[src/rtl/sec_consts.vh]
// Constants of the serial memory command front end.
`ifndef SEC_CONSTS_VH
`define SEC_CONSTS_VH
`define SEC_OP_STATUS_WRITE_CMD_CMD   8'h01
`define SEC_OP_WRITE      8'h02
`define SEC_OP_READ       8'h03
`define SEC_OP_LOCK_CMD   8'h04
`define SEC_OP_STAT_RD    8'h05
`define SEC_OP_UNLOCK_CMD 8'h06
`define SEC_ST_GUARD      7
`define SEC_ST_IDSEL      6
`define SEC_ST_IDLOCK     4
`define SEC_ST_BPH        3
`define SEC_ST_BPL        2
`define SEC_ST_LATCH      1
`define SEC_ST_BUSY       0
`define SEC_PROG_TIME_US  5000
`define SEC_CLK_MHZ       10
`define SEC_PROG_CYCLES   (`SEC_PROG_TIME_US * `SEC_CLK_MHZ)
`define SEC_FIFO_DEPTH    8
`endif

[src/rtl/sec_fifo.v]
// Small flip-flop FIFO with valid and ready on both sides.
`timescale 1ns/1ps
module sec_fifo #(
  parameter W = 8,
  parameter D = 8,
  parameter A = 3
) (
  input  wire         mclk_i,
  input  wire         rst_b_i,
  input  wire         clr_i,
  input  wire         in_valid_i,
  output wire         in_ready_o,
  input  wire [W-1:0] in_data_i,
  output wire         out_valid_o,
  input  wire         out_ready_i,
  output wire [W-1:0] out_data_o
);
  reg [W-1:0] mem_r [0:D-1];
  reg [A-1:0] wp_r;
  reg [A-1:0] rp_r;
  reg [A:0]   cnt_r;
  wire        push;
  wire        pop;
  integer     i;

  assign in_ready_o  = (cnt_r != D);
  assign out_valid_o = (cnt_r != 0);
  assign out_data_o  = mem_r[rp_r];
  assign push        = in_valid_i & in_ready_o;
  assign pop         = out_valid_o & out_ready_i;

  always @(posedge mclk_i or negedge rst_b_i) begin
    if (!rst_b_i) begin
      wp_r  <= {A{1'b0}};
      rp_r  <= {A{1'b0}};
      cnt_r <= {(A+1){1'b0}};
      for (i = 0; i < D; i = i + 1) begin
        mem_r[i] <= {W{1'b0}};
      end
    end else if (clr_i) begin
      wp_r  <= {A{1'b0}};
      rp_r  <= {A{1'b0}};
      cnt_r <= {(A+1){1'b0}};
    end else begin
      if (push) begin
        mem_r[wp_r] <= in_data_i;
        wp_r        <= wp_r + 1'b1;
      end
      if (pop) begin
        rp_r <= rp_r + 1'b1;
      end
      if (push && !pop) begin
        cnt_r <= cnt_r + 1'b1;
      end else if (pop && !push) begin
        cnt_r <= cnt_r - 1'b1;
      end
    end
  end
endmodule

[src/rtl/sec_spi_front.v]
// Serial command front end with status/control register and write protection.
`timescale 1ns/1ps
`include "sec_consts.vh"
module sec_spi_front #(
  parameter PROG_CYCLES = `SEC_PROG_CYCLES
) (
  input  wire        mclk_i,
  input  wire        rst_b_i,
  input  wire        sck_i,
  input  wire        sel_b_i,
  input  wire        si_i,
  input  wire        pause_b_i,
  input  wire        protect_b_i,
  output wire        so_o,
  output wire        so_oe_b_o,
  output wire        standby_o,
  output reg         wr_valid_o,
  input  wire        wr_ready_i,
  output reg  [13:0] wr_addr_o,
  output reg  [7:0]  wr_data_o,
  output reg         wr_idpage_o,
  output reg         prog_start_o,
  output reg         rd_req_o,
  output reg  [13:0] rd_addr_o,
  output reg         rd_idpage_o,
  input  wire [7:0]  rd_data_i,
  output wire [7:0]  status_o
);
  // ------------------------------------------------------------------
  // Pin synchronisers and edge detection
  // ------------------------------------------------------------------
  wire [4:0] pins_s;
  // The reset image equals the idle pins, so no false clock edge follows reset.
  sec_sync #(.W(5), .RST(5'h0F)) u_sync (
    .mclk_i  (mclk_i),
    .rst_b_i (rst_b_i),
    .d_i     ({sck_i, sel_b_i, si_i, pause_b_i, protect_b_i}),
    .q_o     (pins_s)
  );
  wire sck_s   = pins_s[4];
  wire sel_b_s = pins_s[3];
  wire si_s    = pins_s[2];
  wire pause_s = ~pins_s[1];
  wire prot_b  = pins_s[0];

  reg  sck_d_r;
  reg  sel_d_r;
  wire active  = ~sel_b_s & ~pause_s;
  wire sck_up  = sck_s & ~sck_d_r & active;
  wire sck_dn  = ~sck_s & sck_d_r & active;
  wire sel_rise = sel_b_s & ~sel_d_r;

  // ------------------------------------------------------------------
  // Frame state
  // ------------------------------------------------------------------
  localparam ST_OPC  = 6'h01;
  localparam ST_ADDR = 6'h02;
  localparam ST_WDAT = 6'h04;
  localparam ST_RDAT = 6'h08;
  localparam ST_SOUT = 6'h10;
  localparam ST_IGN  = 6'h20;

  reg [5:0]  st_r;
  reg [7:0]  opc_r;
  reg [7:0]  sh_r;
  reg [3:0]  bit_r;
  reg [15:0] addr_r;
  reg [7:0]  out_r;
  reg        so_r;
  reg        wr_seen_r;
  reg        sr_pend_r;
  reg [7:0]  sr_new_r;
  reg        rw_done_r;
  reg        addr_hi_r;

  // Status bits.
  reg        guard_r;
  reg        idsel_r;
  reg        idlock_r;
  reg  [1:0] bp_r;
  reg        latch_r;
  reg        busy_r;
  reg [22:0] prog_cnt_r;

  assign status_o = {guard_r, idsel_r, 1'b0, idlock_r, bp_r, latch_r, busy_r};

  wire hw_prot = ~prot_b & guard_r;

  function blocked;
    input [1:0]  bp;
    input [13:0] a;
    begin
      case (bp)
        2'b01:   blocked = (a >= 14'h3000);
        2'b10:   blocked = (a >= 14'h2000);
        2'b11:   blocked = 1'b1;
        default: blocked = 1'b0;
      endcase
    end
  endfunction

  wire [13:0] cur_addr = idsel_r ? {8'h00, addr_r[5:0]} : addr_r[13:0];
  wire wr_ok = latch_r & ~blocked(bp_r, cur_addr) & ~(idsel_r & idlock_r);
  wire [7:0] sh_nxt = {sh_r[6:0], si_s};

  // ------------------------------------------------------------------
  // Write request buffer
  // ------------------------------------------------------------------
  // Accepted bytes queue here, up to 8 deep, so that page bytes can wait for a slow array port.
  // A byte that finds the queue full is not accepted.
  reg         push_r;
  reg  [22:0] push_data_r;
  wire        wq_in_ready;
  wire        wq_out_valid;
  wire        wq_out_ready = ~wr_valid_o | wr_ready_i;
  wire [22:0] wq_out_data;

  sec_fifo #(.W(23), .D(`SEC_FIFO_DEPTH), .A(3)) u_wbuf (
    .mclk_i      (mclk_i),
    .rst_b_i     (rst_b_i),
    .clr_i       (1'b0),
    .in_valid_i  (push_r),
    .in_ready_o  (wq_in_ready),
    .in_data_i   (push_data_r),
    .out_valid_o (wq_out_valid),
    .out_ready_i (wq_out_ready),
    .out_data_o  (wq_out_data)
  );

  // ------------------------------------------------------------------
  // Shift engine, decode and status register
  // ------------------------------------------------------------------
  always @(posedge mclk_i or negedge rst_b_i) begin
    if (!rst_b_i) begin
      sck_d_r      <= 1'b0;
      sel_d_r      <= 1'b1;
      st_r         <= ST_OPC;
      opc_r        <= 8'h00;
      sh_r         <= 8'h00;
      bit_r        <= 4'h0;
      addr_r       <= 16'h0000;
      out_r        <= 8'h00;
      so_r         <= 1'b0;
      wr_seen_r    <= 1'b0;
      sr_pend_r    <= 1'b0;
      sr_new_r     <= 8'h00;
      rw_done_r    <= 1'b0;
      guard_r      <= 1'b0;
      idsel_r      <= 1'b0;
      idlock_r     <= 1'b0;
      bp_r         <= 2'b00;
      latch_r      <= 1'b0;
      busy_r       <= 1'b0;
      prog_cnt_r   <= 23'h000000;
      wr_valid_o   <= 1'b0;
      wr_addr_o    <= 14'h0000;
      wr_data_o    <= 8'h00;
      wr_idpage_o  <= 1'b0;
      prog_start_o <= 1'b0;
      rd_req_o     <= 1'b0;
      rd_addr_o    <= 14'h0000;
      rd_idpage_o  <= 1'b0;
      push_r       <= 1'b0;
      push_data_r  <= 23'h000000;
      addr_hi_r    <= 1'b0;
    end else begin
      sck_d_r      <= sck_s;
      sel_d_r      <= sel_b_s;
      prog_start_o <= 1'b0;
      rd_req_o     <= 1'b0;
      push_r       <= 1'b0;
      if (wr_valid_o && wr_ready_i) begin
        wr_valid_o <= 1'b0;
      end
      if (wq_out_valid && wq_out_ready) begin
        wr_valid_o  <= 1'b1;
        wr_idpage_o <= wq_out_data[22];
        wr_addr_o   <= wq_out_data[21:8];
        wr_data_o   <= wq_out_data[7:0];
      end
      if (busy_r) begin
        if (prog_cnt_r == PROG_CYCLES[22:0] - 23'h1) begin
          busy_r     <= 1'b0;
          prog_cnt_r <= 23'h000000;
        end else begin
          prog_cnt_r <= prog_cnt_r + 23'h1;
        end
      end
      if (sel_b_s) begin
        st_r      <= ST_OPC;
        bit_r     <= 4'h0;
        addr_hi_r <= 1'b0;
      end
      if (sel_rise) begin
        if (rw_done_r) begin
          idsel_r <= 1'b0;
        end
        rw_done_r <= 1'b0;
        if (wr_seen_r) begin
          busy_r       <= 1'b1;
          prog_start_o <= 1'b1;
          latch_r      <= 1'b0;
          wr_seen_r    <= 1'b0;
        end
        if (sr_pend_r) begin
          sr_pend_r <= 1'b0;
          busy_r    <= 1'b1;
          latch_r   <= 1'b0;
          guard_r   <= sr_new_r[`SEC_ST_GUARD];
          bp_r      <= sr_new_r[`SEC_ST_BPH:`SEC_ST_BPL];
          if (!(sr_new_r[`SEC_ST_IDSEL] && sr_new_r[`SEC_ST_IDLOCK])) begin
            idsel_r  <= sr_new_r[`SEC_ST_IDSEL];
            idlock_r <= idlock_r | sr_new_r[`SEC_ST_IDLOCK];
          end
        end
      end
      if (sck_up) begin
        sh_r  <= sh_nxt;
        bit_r <= (bit_r == 4'h7) ? 4'h0 : bit_r + 4'h1;
        case (st_r)
          ST_OPC: begin
            if (bit_r == 4'h7) begin
              opc_r <= sh_nxt;
              st_r  <= ST_IGN;
              if (sh_nxt == `SEC_OP_STAT_RD) begin
                out_r <= status_o;
                st_r  <= ST_SOUT;
              end else if (!busy_r) begin
                case (sh_nxt)
                  `SEC_OP_UNLOCK_CMD: latch_r <= 1'b1;
                  `SEC_OP_LOCK_CMD:   latch_r <= 1'b0;
                  `SEC_OP_READ:       st_r    <= ST_ADDR;
                  `SEC_OP_WRITE:      st_r    <= latch_r ? ST_ADDR : ST_IGN;
                  `SEC_OP_STATUS_WRITE_CMD_CMD:   st_r    <= ST_WDAT;
                  default:            st_r    <= ST_IGN;
                endcase
              end
            end
          end
          ST_ADDR: begin
            addr_r <= {addr_r[14:0], si_s};
            // The address is complete when its second byte has been taken.
            if (bit_r == 4'h7) begin
              addr_hi_r <= 1'b1;
            end
            if (bit_r == 4'h7 && addr_hi_r) begin
              st_r <= (opc_r == `SEC_OP_READ) ? ST_RDAT : ST_WDAT;
            end
            if (bit_r == 4'h7 && addr_hi_r && opc_r == `SEC_OP_READ) begin
              rd_req_o    <= 1'b1;
              rd_addr_o   <= idsel_r ? {8'h00, addr_r[4:0], si_s} : {addr_r[12:0], si_s};
              rd_idpage_o <= idsel_r;
            end
          end
          ST_WDAT: begin
            if (bit_r == 4'h7) begin
              if (opc_r == `SEC_OP_STATUS_WRITE_CMD_CMD) begin
                if (latch_r && !hw_prot) begin
                  sr_pend_r <= 1'b1;
                  sr_new_r  <= sh_nxt;
                end
                st_r <= ST_IGN;
              end else begin
                if (wr_ok && wq_in_ready) begin
                  push_r      <= 1'b1;
                  push_data_r <= {idsel_r, cur_addr, sh_nxt};
                  wr_seen_r   <= 1'b1;
                  rw_done_r   <= 1'b1;
                end
                addr_r[5:0] <= addr_r[5:0] + 6'h01;
              end
            end
          end
          ST_RDAT: begin
            if (bit_r == 4'h7) begin
              rw_done_r   <= 1'b1;
              rd_req_o    <= 1'b1;
              rd_addr_o   <= idsel_r ? {8'h00, rd_addr_o[5:0] + 6'h01} : rd_addr_o + 14'h0001;
              rd_idpage_o <= idsel_r;
            end
          end
          ST_SOUT: begin
            if (bit_r == 4'h7) begin
              out_r <= status_o;
            end
          end
          default: st_r <= ST_IGN;
        endcase
      end
      if (rd_req_o) begin
        out_r <= rd_data_i;
      end
      if (sck_dn) begin
        if (st_r == ST_RDAT || st_r == ST_SOUT) begin
          so_r  <= out_r[3'h7 - bit_r[2:0]];
        end
      end
    end
  end

  // ------------------------------------------------------------------
  // Output pin
  // ------------------------------------------------------------------
  assign so_o      = so_r;
  assign so_oe_b_o = ~(active & (st_r == ST_RDAT || st_r == ST_SOUT));
  assign standby_o = sel_b_s & ~busy_r;
endmodule

[src/rtl/sec_sync.v]
// Two flip-flop synchroniser for a group of pin inputs.
`timescale 1ns/1ps
module sec_sync #(
  parameter W   = 1,
  parameter RST = 0
) (
  input  wire         mclk_i,
  input  wire         rst_b_i,
  input  wire [W-1:0] d_i,
  output wire [W-1:0] q_o
);
  reg [W-1:0] s1_r;
  reg [W-1:0] s2_r;

  always @(posedge mclk_i or negedge rst_b_i) begin
    if (!rst_b_i) begin
      s1_r <= RST[W-1:0];
      s2_r <= RST[W-1:0];
    end else begin
      s1_r <= d_i;
      s2_r <= s1_r;
    end
  end
  assign q_o = s2_r;
endmodule

[config.mk]
export PLATFORM = sky130hd
export DESIGN_NAME = sec_spi_front
export DESIGN_NICKNAME = d
export VERILOG_FILES = /design/src/rtl/sec_fifo.v /design/src/rtl/sec_spi_front.v /design/src/rtl/sec_sync.v
export VERILOG_INCLUDE_DIRS = /design/src /design/src/rtl
export SDC_FILE = /design/constraint.sdc
export NUM_CORES = 1
export LEC_CHECK = 0
export BUFFER_PORTS_ARGS = -buffer_cell sky130_fd_sc_hd__buf_2
export CORE_UTILIZATION = 66
export CTS_BUF_LIST = sky130_fd_sc_hd__clkbuf_4 sky130_fd_sc_hd__clkbuf_8
export CTS_CLUSTER_SIZE = 24
export DETAILED_ROUTE_END_ITERATION = 10
export PLACE_DENSITY = 0.84
export SLEW_MARGIN = 20
export SYNTH_ARGS = -nofsm -noshare
export SYNTH_HDL_FRONTEND = slang
export SYNTH_SLANG_ARGS = --single-unit
[constraint.sdc]
create_clock -name mclk_i -period 7.55 [get_ports mclk_i]
set_clock_uncertainty 0.15 [all_clocks]
set_input_delay 1.51 -clock mclk_i [delete_from_list [all_inputs] [get_ports mclk_i]]
set_output_delay 1.51 -clock mclk_i [all_outputs]
set_load 0.1 [all_outputs]
; ---- After elaboration in Yosys (flattened, before gate mapping)
; Index checks and enable logic that the tools add are counted.
[word_totals]
regBits = 361
latchBits = 0
mem_bits_rw = 0
romBits = 0
in_bits = 16
elab_cells = 248
n_memories = 0
[classes]
n_addsub = 10
multipliers = 0
div_mod_pow = 0
n_lt_le_gt_ge = 6
n_eq_ne = 26
shift = 0
n_mux = 98
bitwise_logic = 30
reduce_logical = 33
[ops]
columns = cell, count
row1 = bitwise mux 184 bit, 1
row2 = 2-to-1 mux 23 bit, 4
row3 = 2-to-1 mux 14 bit, 5
row4 = binary-select mux 23 bit (select 3 bit), 1
row5 = demux 23 bit (select 3 bit), 1
row6 = 2-to-1 mux 6 bit, 11
row7 = 2-to-1 mux 1 bit, 53
row8 = 2-to-1 mux 8 bit, 5
row9 = "greater-or-equal comparator 14 bit, second input constant", 2
row10 = case mux 14 bit (2 select lines), 1
row11 = "== test 8 x 2 -> 1 bit, second input constant", 3
row12 = "== test 8 x 3 -> 1 bit, second input constant", 3
row13 = 2-to-1 mux 4 bit, 6
row14 = case mux 6 bit (4 select lines), 1
row15 = "adder 23 x 1 -> 23 bit, second input constant", 1
row16 = "== test 23 x 16 -> 1 bit, second input constant", 1
row17 = case mux 6 bit (3 select lines), 1
row18 = "== test 8 x 1 -> 1 bit, second input constant", 2
row19 = case mux 8 bit (2 select lines), 1
row20 = AND reduction 5 bit, 3
row21 = "adder 14 x 1 -> 14 bit, second input constant", 1
row22 = AND 1 bit, 14
row23 = "adder 6 x 1 -> 6 bit, second input constant", 2
row24 = inverter 1 bit, 12
row25 = 34 further kinds, 68

; ---- Depth between registers and ports, before layout
[logic_depth]
ltp_word = 12
mapped_depth = 13
ltp_nobuf = 11

; ---- Modules after synthesis
; A second synthesis with hierarchy kept.
[unflattened]
hier_cells = 1197
area_unflattened_um2 = 16767.3
[modules_own_cells]
columns = module, n_inst, cells_per_inst, area_per_inst_um2
row1 = sec_fifo, 1, 553, 9272.6
row2 = sec_spi_front, 1, 634, 7234.4
row3 = sec_sync, 1, 10, 260.2

; ---- Worst setup path before layout
; OpenSTA, ideal clock, no wires.
[synth_path]
kind = input to register
start = in wr_ready_i
end = reg u_wbuf.cnt_r[3]
setup_ns = 0.125
arrival_ns = 3.655
required_time_ns = 7.275
path_slack_ns = 3.620
stages = 13
n_path_buf = 2
path_cell_list = inv_1 -> a21oi_1 -> clkbuf_1 -> clkbuf_1 -> inv_1 -> ha_1 -> inv_1 -> ha_1 -> a21o_1 -> a21oi_1 -> xnor2_1 -> nor2_1 -> xor2_1
[synth_via]
elab_chain_len = 5
[synth_lines]
columns = element, line_no
row1 = start: declaration, sec_spi_front.v:18  ; input wire wr_ready_i,
row2 = OR 1 bit *, sec_spi_front.v:115  ; wire wq_out_ready = ~wr_valid_o | wr_ready_i;
row3 = AND 1 bit *, sec_fifo.v:30  ; assign pop = out_valid_o & out_ready_i;
row4 = logical NOT 1 bit, sec_fifo.v:52  ; if (push && !pop) begin
row5 = logical AND 1 bit, sec_fifo.v:52
row6 = 2-to-1 mux 4 bit / nonzero test 2 bit (equally long branches), n/a
row7 = end signal: assignment, sec_fifo.v:36  ; cnt_r <= {(A+1){1'b0}};
row8 = end signal: assignment, sec_fifo.v:53  ; cnt_r <= cnt_r + 1'b1;
row9 = end signal: assignment, sec_fifo.v:55  ; cnt_r <= cnt_r - 1'b1;
row10 = end: declaration, sec_fifo.v:21  ; reg [A:0] cnt_r;
; Every way passes the cells marked *; elsewhere a longest branch is shown, timed or not.
; A chain may end at the register's enable or synchronous reset.

; ---- Final worst setup path
[layout_path]
start = reg st_r[2]
end = out so_oe_b_o
[layout_via]
elab_chain_len = 4
[layout_lines]
columns = element, line_no
row1 = start: declaration, sec_spi_front.v:63  ; reg [5:0] st_r;
row2 = start signal: assignment, sec_spi_front.v:233  ; `SEC_OP_WRITE: st_r <= latch_r ? ST_ADDR : ST_IGN;
row3 = start signal: assignment, sec_spi_front.v:247  ; st_r <= (opc_r == `SEC_OP_READ) ? ST_RDAT : ST_WDAT;
row4 = == test 6 x 4 -> 1 bit / == test 6 x 5 -> 1 bit (equally long branches), sec_spi_front.v:305  ; assign so_oe_b_o = ~(active & (st_r == ST_RDAT || st_r == ST_SOUT));
row5 = logical OR 1 bit *, sec_spi_front.v:305
row6 = AND 1 bit *, sec_spi_front.v:305
row7 = inverter 1 bit *, sec_spi_front.v:305
row8 = end: declaration, sec_spi_front.v:15  ; output wire so_oe_b_o,
; Marks and branches as above.

==> results.json <==
{
  "syn_inst": 1229,
  "routed-via-count": 10376,
  "endpoint": "so_oe_b_o",
  "drt_iter0_markers": 767,
  "io_buffers": 66,
  "start_util": 0.672,
  "synth_area_leaders": "dfrtp_1 (53%), mux2_2 (15%), mux4_2 (6.6%)",
  "report.final.slew_viol_count": 0,
  "r2r-start": "u_sync.q_o[1]",
  "cts-buffers-inserted": 56,
  "cts.sinks": 358,
  "setup_tns_ns": 0,
  "grt_pass1_vias": 10761,
  "clk_latency_ns": 0.58,
  "r2r_cells": 5,
  "path_depth": 4,
  "synth-seq-cells": 358,
  "crit_start": "st_r[2]",
  "ant_nets": 0,
  "drt_pass1_iterations": 7,
  "dpl.hpwl_um": 20400,
  "r2r-end": "latch_r",
  "yosysUniqueCellTypes": 72,
  "clock_path_buffers": 3,
  "fillers": 1573,
  "synth_top_area_cell": "dfrtp_1",
  "post_drt_wl_per_cell_um": 20.2,
  "synth.net_count": 1256,
  "syn_to_final_growth_pct": 10.5,
  "grt_start_max_net_pins": 193,
  "rsz0062_at_grt": "no",
  "path_clk_slew_ns": 0.06,
  "ctsResizeCount": 0,
  "grtUsageTotal": 0.274,
  "die-area_um2": 25300,
  "synth-seq-area-share": 0.551,
  "synth_top_cell_area_share": 0.535,
  "rows": 57,
  "critPathSlowestCell": "dfrtp_1",
  "post_cts_buffers": 0,
  "setup_viol": 0,
  "yosysWarningCount": 0,
  "worstPathCellList": "nor3_1, nor3b_2, nand3_1, buf_2",
  "fmaxAchievable_mhz": 261,
  "pin_count": 68,
  "crit_path_start_kind": "register",
  "ys_async_sr_fraction": 1.00,
  "nets": 1317,
  "cts_hold_buffers": 0,
  "final_hold_viol_count": 0,
  "globalplace.congestion": 0.869,
  "fp.dieH_um": 159,
  "required_ns": 5.89,
  "p_leak_nw": 8.77,
  "critPathCaptureType": "output pin",
  "htree_num_levels": 2,
  "core_area_um2": 24200,
  "drt-total-wl_um": 33400,
  "fin_util": 0.742,
  "synthFlopType": "dfrtp_1",
  "synth_area_per_cell_um2": 13.2,
  "synth-edff-count": 0,
  "critPathMaxFanout": 7,
  "cts_root_buf": "clkbuf_8",
  "irDropWorstVdd_uv": 410,
  "diodes": 0,
  "fin_crit_ns": 3.84,
  "period_share": 0.508,
  "power_density_nw_per_um2": 259,
  "criticalPathCategory": "register to output pin",
  "dp.cells": 1556,
  "cap_violations": 0,
  "stdcell_count": 1656,
  "worst-endpoint-arrival_ns": 2.18,
  "hp-class": "register to register",
  "avgViaCountPerCell": 6.27,
  "slowest_delay_ns": 0.47,
  "status": "complete, no violations",
  "overflow": 0,
  "antenna_found_initial": 0,
  "cp_num_buf_inv": 1,
  "power.total_w": 0.00466,
  "syn_area_um2": 16300,
  "cts_tree": "done",
  "cp_top_family": "simple AND/OR/NAND/NOR gates",
  "drc": 0,
  "slew_headroom": 0.270,
  "reg2reg_slack_ns": 4.26,
  "grt_first_pass_wirelength_um": 55400,
  "die_w_um": 159,
  "drive_gt1_frac": 0.361,
  "tightest_slew_ns": 1.09
}
## layout make-up
cell class | instances | area, um^2 | area share
multi-input cells | 776 | 6910 | 0.384
well taps | 324 | 405 | 0.0225
clock inverters | 3 | 20.0 | 0.00111
flip-flops and latches | 358 | 8970 | 0.499
clock buffers | 97 | 1160 | 0.0645
repair buffers | 79 | 450 | 0.0250
inverters | 19 | 71.3 | 0.00396
## worst min-delay path by stage
stage                        start            end  cells after the start
floorplan           u_sync.s1_r[4]  u_sync.q_o[4]                      0
global placement    u_sync.s1_r[4]  u_sync.q_o[4]                      0
detailed placement  u_sync.s1_r[4]  u_sync.q_o[4]                      0
CTS                 u_sync.s1_r[3]  u_sync.q_o[3]                      0
global route        u_sync.s1_r[2]  u_sync.q_o[2]                      0
finish              u_sync.s1_r[3]  u_sync.q_o[3]                      0
## metal layers
layer  part of all wire  routed length, um  global-route usage  up-vias
li1                   -                  -                   -     4642
met1               0.44              14600               0.387     5362
met2               0.49              16500               0.449      311
met3              0.048               1620              0.0399       61
met4              0.020                678              0.0822        0
met5                  0                  0                   0        -
## flip-flops by register name, indices dropped and copies added, names as in the netlist, 4 cells and up
register,flops
addr_r,14
bit_r,4
opc_r,8
out_r,8
prog_cnt_r,23
push_data_r,23
rd_addr_o,14
sh_r,7
sr_new_r,5
st_r,6
u_sync.q_o,5
u_sync.s1_r,5
u_wbuf.cnt_r,4
u_wbuf.mem_r,184
wr_addr_o,14
wr_data_o,8
## kinds of logic (layout without fill, tap and decap cells)
group           count (synthesis)  in the layout  synth area share
buf+inv                        95            198            0.0271
mux                           309            309             0.246
xor+xnor                       29             29            0.0156
compound gates                154            154            0.0603
flops                         358            358             0.551
simple gates                  272            272            0.0904
fa+ha+maj                      11             11           0.00891
other cells                     1              1          0.000230
## cell usage after synthesis, drive strengths merged (6+ instances only)
master,count
nor4,14
or4,9
nand3,24
ha,10
mux2i,27
or3,6
o311a,7
clkbuf,34
buf,41
o21ai,40
mux2,234
xnor2,18
dfstp,10
nand2,76
nand4,15
o22ai,12
a21o,7
nor3,14
inv,18
xor2,11
mux4,48
nor2,54
nor2b,15
and2,6
and3,7
dfrtp,348
a21oi,49
## where the power goes
part           total, W  switching [W]  internal, W
registers       0.00206      0.0000629      0.00200
clock network   0.00167       0.000717     0.000955
logic          0.000926       0.000684     0.000242
total           0.00466        0.00146      0.00320
## cells in the final DEF, fill, tap and decap left out, types with 4 or more instances in the layout
| cell type | instances |
|---|---|
| a21o_1 | 7 |
| a21oi_1 | 48 |
| a22o_1 | 5 |
| a31oi_1 | 4 |
| and2_1 | 5 |
| and3_1 | 7 |
| buf_2 | 65 |
| buf_4 | 12 |
| clkbuf_4 | 28 |
| clkbuf_8 | 69 |
| dfrtp_1 | 346 |
| dfstp_2 | 10 |
| ha_1 | 10 |
| inv_1 | 18 |
| mux2_1 | 10 |
| mux2_2 | 217 |
| mux2_4 | 7 |
| mux2i_1 | 27 |
| mux4_2 | 48 |
| nand2_1 | 76 |
| nand3_1 | 20 |
| nand3_2 | 4 |
| nand3b_1 | 4 |
| nand4_1 | 15 |
| nand4b_1 | 5 |
| nor2_1 | 53 |
| nor2b_1 | 15 |
| nor3_1 | 14 |
| nor4_1 | 12 |
| nor4b_1 | 5 |
| o21ai_0 | 37 |
| o22ai_1 | 12 |
| o2bb2ai_1 | 4 |
| o311a_1 | 7 |
| o31ai_1 | 5 |
| or3_1 | 6 |
| or4_1 | 9 |
| xnor2_1 | 18 |
| xor2_1 | 11 |
## worst register-to-register path, cell delays in order (launching register included)
cell	delay, ns
dfstp_2	0.54
nand4bb_1	0.56
nor2_1	0.78
nand2_1	0.48
nor4_1	0.44
mux2i_1	0.26
## stage by stage
step | cell area [um^2] | hold slack [ns] | worst slack [ns]
floorplan | 16300 | 0.181 | 3.62
global placement | 16800 | 0.183 | 3.74
detailed placement | 16800 | 0.193 | 3.69
CTS | 18000 | 0.203 | 3.70
global route | 18000 | 0.208 | 3.59
finish | 18000 | 0.204 | 3.71
Note: power is estimated with default switching activity, not from simulation.
